### src/common/e1_slip_cas_defines.vh
`ifndef E1_SLIP_CAS_DEFINES_VH
`define E1_SLIP_CAS_DEFINES_VH

// Register byte offsets (8-bit register space)
`define ADDR_TX_SLIP_STATUS   8'h6c
`define ADDR_TX_SLIP_MASK     8'h29
`define ADDR_RX_SLIP_STATUS   8'h6b
`define ADDR_RX_SLIP_MASK     8'h17
`define ADDR_CAS_STATUS       8'h68
`define ADDR_CAS_MASK         8'h14
`define ADDR_GLOBAL_PENDING   8'h6e
`define ADDR_IRQ_CONFIG       8'h08
`define ADDR_REVISION         8'h4a
`define ADDR_SIG_BASE         8'h70
`define ADDR_SIG_LAST         8'h7f

// Bit positions
`define BIT_TX_SLIP_POS       7
`define BIT_TX_SLIP_NEG       6
`define BIT_RX_SLIP_POS       0
`define BIT_RX_SLIP_NEG       1
`define BIT_CAS_CHANGE        3
`define BIT_VIS               7
`define BIT_GP_ISR0           0
`define BIT_GP_ISR3           3
`define BIT_GP_TX_SLIP_EVENT_STATUS           5

// Reset values
`define RST_BYTE              8'h00
`define RST_IRQ_CONFIG        8'h01
`define ZERO_NIBBLE           4'h0

// Signaling multiframe
`define SIG_REGS              16
`define SIG_IDX_W             4

`endif

### src/core/e1_slip_cas_status.v
// Function
// - Set rx positive slip on slower line clock
// - Rx positive slip repeats one buffered frame
// - Reading tx slip status clears both tx flags
// - Masked visible flags never interrupt or pend
// - Set tx positive slip on slower tx clock
// - Tx positive slip drops one whole frame
// - Tx negative slip flag; frame repeated
// - Global pointer shows pending unmasked sources
// - Read-only eight-bit silicon revision code
// - Slot n upper, slot n+15 lower, ABCD
// - Multiframe differs from previous: raise change flag
// - First register: zeros, spare, alarm, spares
// - Earliest received bit sits in MSB
// - Signaling registers not reset, undefined
//
// The plain strobed port was decided locally.
`timescale 1ns/10ps
`include "e1_slip_cas_defines.vh"

module e1_slip_cas_status #(
    parameter [7:0] REVISION_CODE = 8'h5a  // Arbitrary value
) (
    CLK,
    RESET,
    ADDR,
    WDATA,
    WR,
    RD,
    RDATA,
    RX_SLIP_POS_EV,
    RX_SLIP_NEG_EV,
    RX_ALARM_SIM,
    TX_SLIP_POS_EV,
    TX_SLIP_NEG_EV,
    TWO_FRAME_MODE,
    MF_VALID,
    MF_DATA,
    RX_REPEAT_FRAME,
    TX_DROP_FRAME,
    TX_REPEAT_FRAME,
    IRQ
);
    input  wire         CLK;
    input  wire         RESET;
    input  wire [7:0]   ADDR;
    input  wire [7:0]   WDATA;
    input  wire         WR;
    input  wire         RD;
    output reg  [7:0]   RDATA;
    input  wire         RX_SLIP_POS_EV;
    input  wire         RX_SLIP_NEG_EV;
    input  wire         RX_ALARM_SIM;
    input  wire         TX_SLIP_POS_EV;
    input  wire         TX_SLIP_NEG_EV;
    input  wire         TWO_FRAME_MODE;
    input  wire         MF_VALID;
    input  wire [127:0] MF_DATA;
    output reg          RX_REPEAT_FRAME;
    output reg          TX_DROP_FRAME;
    output reg          TX_REPEAT_FRAME;
    output wire         IRQ;

    reg  [7:0]   tx_mask_q;
    reg  [7:0]   rx_mask_q;
    reg  [7:0]   cas_mask_q;
    reg  [7:0]   irq_cfg_q;
    reg          tx_pos_q;
    reg          tx_neg_q;
    reg          rx_pos_q;
    reg          rx_neg_q;
    reg          cas_chg_q;
    reg          have_mf_q;
    reg  [7:0]   sig_q [0:`SIG_REGS-1];
    wire [127:0] mf_flat;
    wire         rd_tx;
    wire         rd_rx;
    wire         rd_cas;
    wire         vis;
    wire         rx_pos_ev;
    wire         mf_changed;
    wire [7:0]   tx_raw;
    wire [7:0]   rx_raw;
    wire [7:0]   cas_raw;
    wire [7:0]   tx_pend;
    wire [7:0]   rx_pend;
    wire [7:0]   cas_pend;
    wire [7:0]   global_ptr;
    reg  [7:0]   rdata_d;

    assign rd_tx  = RD && (ADDR == `ADDR_TX_SLIP_STATUS);
    assign rd_rx  = RD && (ADDR == `ADDR_RX_SLIP_STATUS);
    assign rd_cas = RD && (ADDR == `ADDR_CAS_STATUS);
    assign vis    = irq_cfg_q[`BIT_VIS];

    // Alarm simulation sets the positive receive slip flag (no frame repeat)
    assign rx_pos_ev = RX_SLIP_POS_EV | RX_ALARM_SIM;

    // Raw flag vectors in their register layout
    assign tx_raw  = {tx_pos_q, tx_neg_q, 6'h00};
    assign rx_raw  = {6'h00, rx_neg_q, rx_pos_q};
    assign cas_raw = {4'h0, cas_chg_q, 3'h0};
    assign tx_pend  = tx_raw & tx_mask_q;
    assign rx_pend  = rx_raw & rx_mask_q;
    assign cas_pend = cas_raw & cas_mask_q;

    // Only unmasked sources reach the pointer and the pin
    assign global_ptr = {2'h0, |tx_pend, 1'b0, |rx_pend, 2'h0, |cas_pend};
    assign IRQ = |global_ptr;

    // Flatten incoming multiframe into register order for comparison
    genvar g;
    generate
        for (g = 0; g < `SIG_REGS; g = g + 1) begin : g_flat
            assign mf_flat[g*8 +: 8] = (g == 0) ?
                {`ZERO_NIBBLE, MF_DATA[3:0]} :
                MF_DATA[g*8 +: 8];
        end
    endgenerate

    // Any differing byte counts as a change
    wire [`SIG_REGS-1:0] diff;
    generate
        for (g = 0; g < `SIG_REGS; g = g + 1) begin : g_diff
            assign diff[g] = (sig_q[g] != mf_flat[g*8 +: 8]);
        end
    endgenerate
    assign mf_changed = MF_VALID && have_mf_q && (|diff);

    // Signaling store has no reset; content undefined until first multiframe
    generate
        for (g = 0; g < `SIG_REGS; g = g + 1) begin : g_sig
            always @(posedge CLK) begin
                if (MF_VALID) begin
                    sig_q[g] <= mf_flat[g*8 +: 8];
                end
            end
        end
    endgenerate

    // Sticky flags; an event in the clearing cycle survives
    always @(posedge CLK or posedge RESET) begin
        if (RESET) begin
            tx_pos_q  <= 1'b0;
            tx_neg_q  <= 1'b0;
            rx_pos_q  <= 1'b0;
            rx_neg_q  <= 1'b0;
            cas_chg_q <= 1'b0;
            have_mf_q <= 1'b0;
        end else begin
            tx_pos_q  <= TX_SLIP_POS_EV | (tx_pos_q & ~rd_tx);
            tx_neg_q  <= TX_SLIP_NEG_EV | (tx_neg_q & ~rd_tx);
            rx_pos_q  <= rx_pos_ev | (rx_pos_q & ~rd_rx);
            rx_neg_q  <= RX_SLIP_NEG_EV | (rx_neg_q & ~rd_rx);
            cas_chg_q <= mf_changed | (cas_chg_q & ~rd_cas);
            if (MF_VALID) begin
                have_mf_q <= 1'b1;
            end
        end
    end

    // Buffer actions only in two-frame mode; one-cycle commands
    always @(posedge CLK or posedge RESET) begin
        if (RESET) begin
            RX_REPEAT_FRAME <= 1'b0;
            TX_DROP_FRAME   <= 1'b0;
            TX_REPEAT_FRAME <= 1'b0;
        end else begin
            RX_REPEAT_FRAME <= TWO_FRAME_MODE & RX_SLIP_POS_EV;
            TX_DROP_FRAME   <= TWO_FRAME_MODE & TX_SLIP_POS_EV;
            TX_REPEAT_FRAME <= TWO_FRAME_MODE & TX_SLIP_NEG_EV;
        end
    end

    // Writable mask and configuration registers
    always @(posedge CLK or posedge RESET) begin
        if (RESET) begin
            tx_mask_q  <= `RST_BYTE;
            rx_mask_q  <= `RST_BYTE;
            cas_mask_q <= `RST_BYTE;
            irq_cfg_q  <= `RST_IRQ_CONFIG;
        end else if (WR) begin
            case (ADDR)
                `ADDR_TX_SLIP_MASK: begin
                    tx_mask_q <= WDATA;
                end
                `ADDR_RX_SLIP_MASK: begin
                    rx_mask_q <= WDATA;
                end
                `ADDR_CAS_MASK: begin
                    cas_mask_q <= WDATA;
                end
                `ADDR_IRQ_CONFIG: begin
                    irq_cfg_q <= WDATA;
                end
                default: begin
                    irq_cfg_q <= irq_cfg_q;
                end
            endcase
        end
    end

    // Read mux; masked flags shown only when visibility is on
    always @* begin
        rdata_d = `RST_BYTE;
        // Bounded on both ends so addresses above the store never alias into it
        if ((ADDR >= `ADDR_SIG_BASE) && (ADDR <= `ADDR_SIG_LAST)) begin
            rdata_d = sig_q[ADDR[`SIG_IDX_W-1:0]];
        end else begin
            case (ADDR)
                `ADDR_TX_SLIP_STATUS: rdata_d = vis ? tx_raw : tx_pend;
                `ADDR_RX_SLIP_STATUS: rdata_d = vis ? rx_raw : rx_pend;
                `ADDR_CAS_STATUS:     rdata_d = vis ? cas_raw : cas_pend;
                `ADDR_TX_SLIP_MASK:   rdata_d = tx_mask_q;
                `ADDR_RX_SLIP_MASK:   rdata_d = rx_mask_q;
                `ADDR_CAS_MASK:       rdata_d = cas_mask_q;
                `ADDR_IRQ_CONFIG:     rdata_d = irq_cfg_q;
                `ADDR_GLOBAL_PENDING: rdata_d = global_ptr;
                `ADDR_REVISION:       rdata_d = REVISION_CODE;
                default:              rdata_d = `RST_BYTE;
            endcase
        end
    end

    // Read data stands only in the cycle after the strobe
    always @(posedge CLK or posedge RESET) begin
        if (RESET) begin
            RDATA <= `RST_BYTE;
        end else begin
            RDATA <= RD ? rdata_d : `RST_BYTE;
        end
    end

endmodule // e1_slip_cas_status

### config.mk
export PLATFORM = sky130hd
export DESIGN_NAME = e1_slip_cas_status
export DESIGN_NICKNAME = d
export VERILOG_FILES = /design/src/core/e1_slip_cas_status.v
export VERILOG_INCLUDE_DIRS = /design/src /design/src/common
export SDC_FILE = /design/constraint.sdc
export NUM_CORES = 1
export LEC_CHECK = 0
export BUFFER_PORTS_ARGS = -buffer_cell sky130_fd_sc_hd__buf_2
export CORE_ASPECT_RATIO = 1.2
export CORE_MARGIN = 5
export CORE_UTILIZATION = 30
export DETAILED_ROUTE_END_ITERATION = 6
export GPL_ROUTABILITY_DRIVEN = 0
export HOLD_SLACK_MARGIN = 0.06
export PLACE_DENSITY = 0.52
export SYNTH_ARGS = -nofsm -noshare
export SYNTH_HDL_FRONTEND = slang
export SYNTH_SLANG_ARGS = --single-unit
### constraint.sdc
create_clock -name CLK -period 1.8 [get_ports CLK]
set_clock_uncertainty 0.2 [all_clocks]
set_input_delay 0.27 -clock CLK [delete_from_list [all_inputs] [get_ports CLK]]
set_output_delay 0.27 -clock CLK [all_outputs]
set_load 0.01 [all_outputs]
==> impl_results.md <==
* Synth Area in Compound Gates at 4.318%
* Worst reg2reg setup slack at -450 ps
* First-pass GRT wire length at 42.96 mm
* Rel. slew slack at around two thirds
* Lkg Pwr at ~5.3 nW
* Die area at 31,160 sq um
* Fmax at around 440 MHz
* CTS Sinks at 173
* Final net count at roughly 1,100
* Multi-input gate area at 3411 sq um
* CTS tree: done
* Row Count at 66
* DR iter-0 viols at around 470
* Gr ovfl total at 0
* Post-synthesis xor/xnor area fraction at 13.06%
* Setup ws final at -454.3 ps
* First drt pass iteration count at 5
* Synth Net Count at 678
* Clock Power Share at 35.9%
* Crit start category: register
* Hold_sp: MF_VALID
* Root buffer cell: clkbuf_16
* DR WL/cell at 21.58 microns
* Chip Width at 162.0 microns
* Later-pin clock latency in the skew report at 440 ps
* DR vias/cell at slightly below 5
* Synth Area in Adders at 0%
* CTS Buf Count at 17
* Synth Warn # at 0
* Post-route DRC at 0
* Chip height at 192.4 microns
* Io pins at ~170
* Crit share post-route at 125.2%
* Number of distinct library cells after synthesis at between 50 and 60
* Drt total wl at around 29 mm
* Hpwl dp at 21.18 mm
* Final Hold Viols at 0
* CORE AREA at 27,250 sq um
* FILL cells at 2,412
* Vias at ~6,500
* Multiplexer share of the synthesized area at roughly 15%
* CP Max Fanout at 2
* Synth area leader: edfxtp_1
* Worst ir drop on vdd at roughly 0.6 mV
* Worst Path Arrival at ~2400 ps
* Setup TNS at -2808 ps
* Crit path to: cas_chg_q$_DFF_PP0_
* Share of cells above drive strength 1 at 44.56%
* Post-synth EDFFs at around 120
* Mean Syn Cell Area at around 16 sq um
* Mapped Area at between 8000 and 9000 sq um
* Reg2Reg Capture Point: cas_chg_q$_DFF_PP0_
* Seq/Total Area, Yosys at 59.54%
* Antenna viol nets, final at 0
* Initial antenna violation count at 0
* Total power at 10.25 mW
* Largest net degree at the start of global routing at 50
* Setup-failing EPs final at 9
* Syn Inst Count at 523
* Crit path launch: sig_q[12][0]$_DFFE_PP_
* Port bufs at 162
* Final core occ at 47.06%
* Top post-synthesis cells by area: edfxtp_1 (45%), dfrtp_1 (14%), xor2_1 (8.4%)
* Largest family of logic cells by synthesized area: multiplexers
* Max-cap viol count at 0
* Tightest Pin Transition at ~470 ps
* Top FF cell, synth: edfxtp_1
* Seq pwr share at between 40% and 50%
* Final Max Tran Viols at 0
* Synth Register Bits at approximately 170
* GRT Total Usage at 18.28%
* CTS Buffer Depth at 2
* Antenna diodes at 0
* Initial core utilization at a little under a third
* Switching share of total power at between 20% and 30%
* Unrepaired setup endpoints after global routing: true
* Clk pin slew, worst setup/hold paths at 80 ps
* Psw at 2.665 mW
* Post-synth ARST share at 28.32%
* Hold/Removal Path Class: in -> reg
* Number of global-route vias before repair at 7,355
* CP endpoint kind: register
* Storage cell area at 4951 sq um
* H-tree lvl count at 4
* R2R cell count at 6
* Area share of and/or/nand/nor cells after synthesis at 7.102%
* Crit path required time at around 1900 ps
* Failing checks: negative setup slack
* Critical path class: reg -> reg
* Comb pwr share at 17.3%
* Internal at 7.581 mW
* Area Growth Syn to Fin at 54.21%
* Outcome: finished with violations
* Power Dens Cells at approximately 800 nW/um^2
* Top cell type's share of synthesized area at 44.78%
* R2r startpoint: sig_q[12][0]$_DFFE_PP_
* Min Tclk post-route at 2254 ps
-- sequential cells by signal, indices dropped and copies added, names as in the netlist, 8 cells and up --
register and count:
RDATA 8, irq_cfg_q 8, sig_q 124, cas_mask_q 8, tx_mask_q 8, rx_mask_q 8
-- routing by layer --
metal	share of wire, %	vias to the layer above	routed length (microns)	global-route usage [%]
li1	-	2980	-	-
met1	41	3258	11910	22.83
met2	52	248	14820	32.06
met3	4.6	36	1330	3.418
met4	2.4	0	677	6.020
met5	0	-	0	0
-- power groups by stage --
| stage | logic (mW) | clock network (mW) | registers, mW |
|---|---|---|---|
| final | 1.77 | 3.68 | 4.79 |
| after global routing | 1.89 | 3.91 | 4.82 |
| after CTS | 1.75 | 3.76 | 4.79 |
| after detailed placement | 1.45 | 0 | 4.88 |
| after global placement | 1.43 | 0 | 4.87 |
| after floorplan | 0.629 | 0 | 4.79 |
-- layout by cell type (no fill, tap or decap), types with 3 or more instances in the layout --
master	instances
nand3_1	4
mux4_1	3
nand2_2	4
buf_6	5
buf_12	7
a21o_1	3
nor4_2	10
o221a_1	3
nor2_1	5
a22o_1	8
nand4_1	18
xnor2_1	44
mux4_2	33
clkbuf_16	21
buf_2	160
inv_6	6
buf_4	134
dfrtp_1	48
and2_1	7
nor4_1	14
dlygate4sd3_1	140
mux2_2	36
xor2_1	80
o21ai_0	4
clkinv_4	3
edfxtp_1	124
a21oi_1	8
nand2_1	11
-- metrics by stage --
step	hold slack (ps)	worst slack, ps	area (sq um)	instances
6_report	115.9	-454.3	12820	1332
5_1_grt	117.4	-559.0	12820	1332
4_1_cts	112.4	-462.3	12700	1327
3_5_place_dp	134.0	-641.3	10620	1151
3_3_place_gp	127.0	-622.1	10620	1151
2_1_floorplan	162.3	-222.7	8382	523
-- how the worst min path moves through the flow --
stage | end | slack, ps | cells past startpoint
after global placement | rx_mask_q[1]$_DFFE_PP0P_ | 130 | 3
after CTS | sig_q[14][1]$_DFFE_PP_ | 110 | 1
after global routing | sig_q[14][1]$_DFFE_PP_ | 120 | 1
final | sig_q[5][2]$_DFFE_PP_ | 120 | 1
after detailed placement | rx_mask_q[1]$_DFFE_PP0P_ | 130 | 3
after floorplan | rx_neg_q$_DFF_PP0_ | 160 | 1
-- synthesized netlist by cell type, types with 3 or more instances --
| cell | number |
|---|---|
| edfxtp_1 | 124 |
| xor2_1 | 80 |
| dfrtp_1 | 48 |
| xnor2_1 | 44 |
| mux2_2 | 36 |
| mux4_2 | 31 |
| nor4_1 | 24 |
| nand4_1 | 18 |
| nand2_1 | 15 |
| a21oi_1 | 9 |
| a22o_1 | 8 |
| and2_1 | 7 |
| nor2_1 | 7 |
| mux4_1 | 5 |
| buf_4 | 4 |
| nand3_1 | 4 |
| o21ai_0 | 4 |
| a21o_1 | 3 |
| a22oi_1 | 3 |
| o221a_1 | 3 |
-- final cells by class --
class / instances / share of cell area [%]
clock inverter: 11 / 0.7415
inverter: 1 / 0.02927
tap: 340 / 3.317
multi-input combinational: 338 / 26.60
clock buffer: 21 / 3.766
sequential: 173 / 38.61
timing repair buffer: 448 / 26.94
-- worst max-delay path, cell delays in order (launching register included) --
cell	delay, ps
edfxtp_1	500
xnor2_1	200
nand4_1	170
nor4_1	500
buf_4	190
nand4_1	130
a32o_1	250
-- cells by family (layout without fill, tap and decap cells) --
family | count (synthesis) | count (layout)
AOI/OAI and AO/OA | 47 | 47
muxes | 72 | 72
and+or+nand+nor | 95 | 95
buffers and inverters | 12 | 481
DFF | 173 | 173
xor gates and xnor gates | 124 | 124
-- timing repair --
action                                  4_1_cts  5_1_grt
hold endpoints to repair                    220        0
pin swaps                                    13       10
buffers inserted                              8        5
endpoints found under the setup margin       10       18
gates resized for setup                      16       12
gates cloned                                  0        2
hold buffers                                140        0
Note: power is estimated with default switching activity, not from simulation.
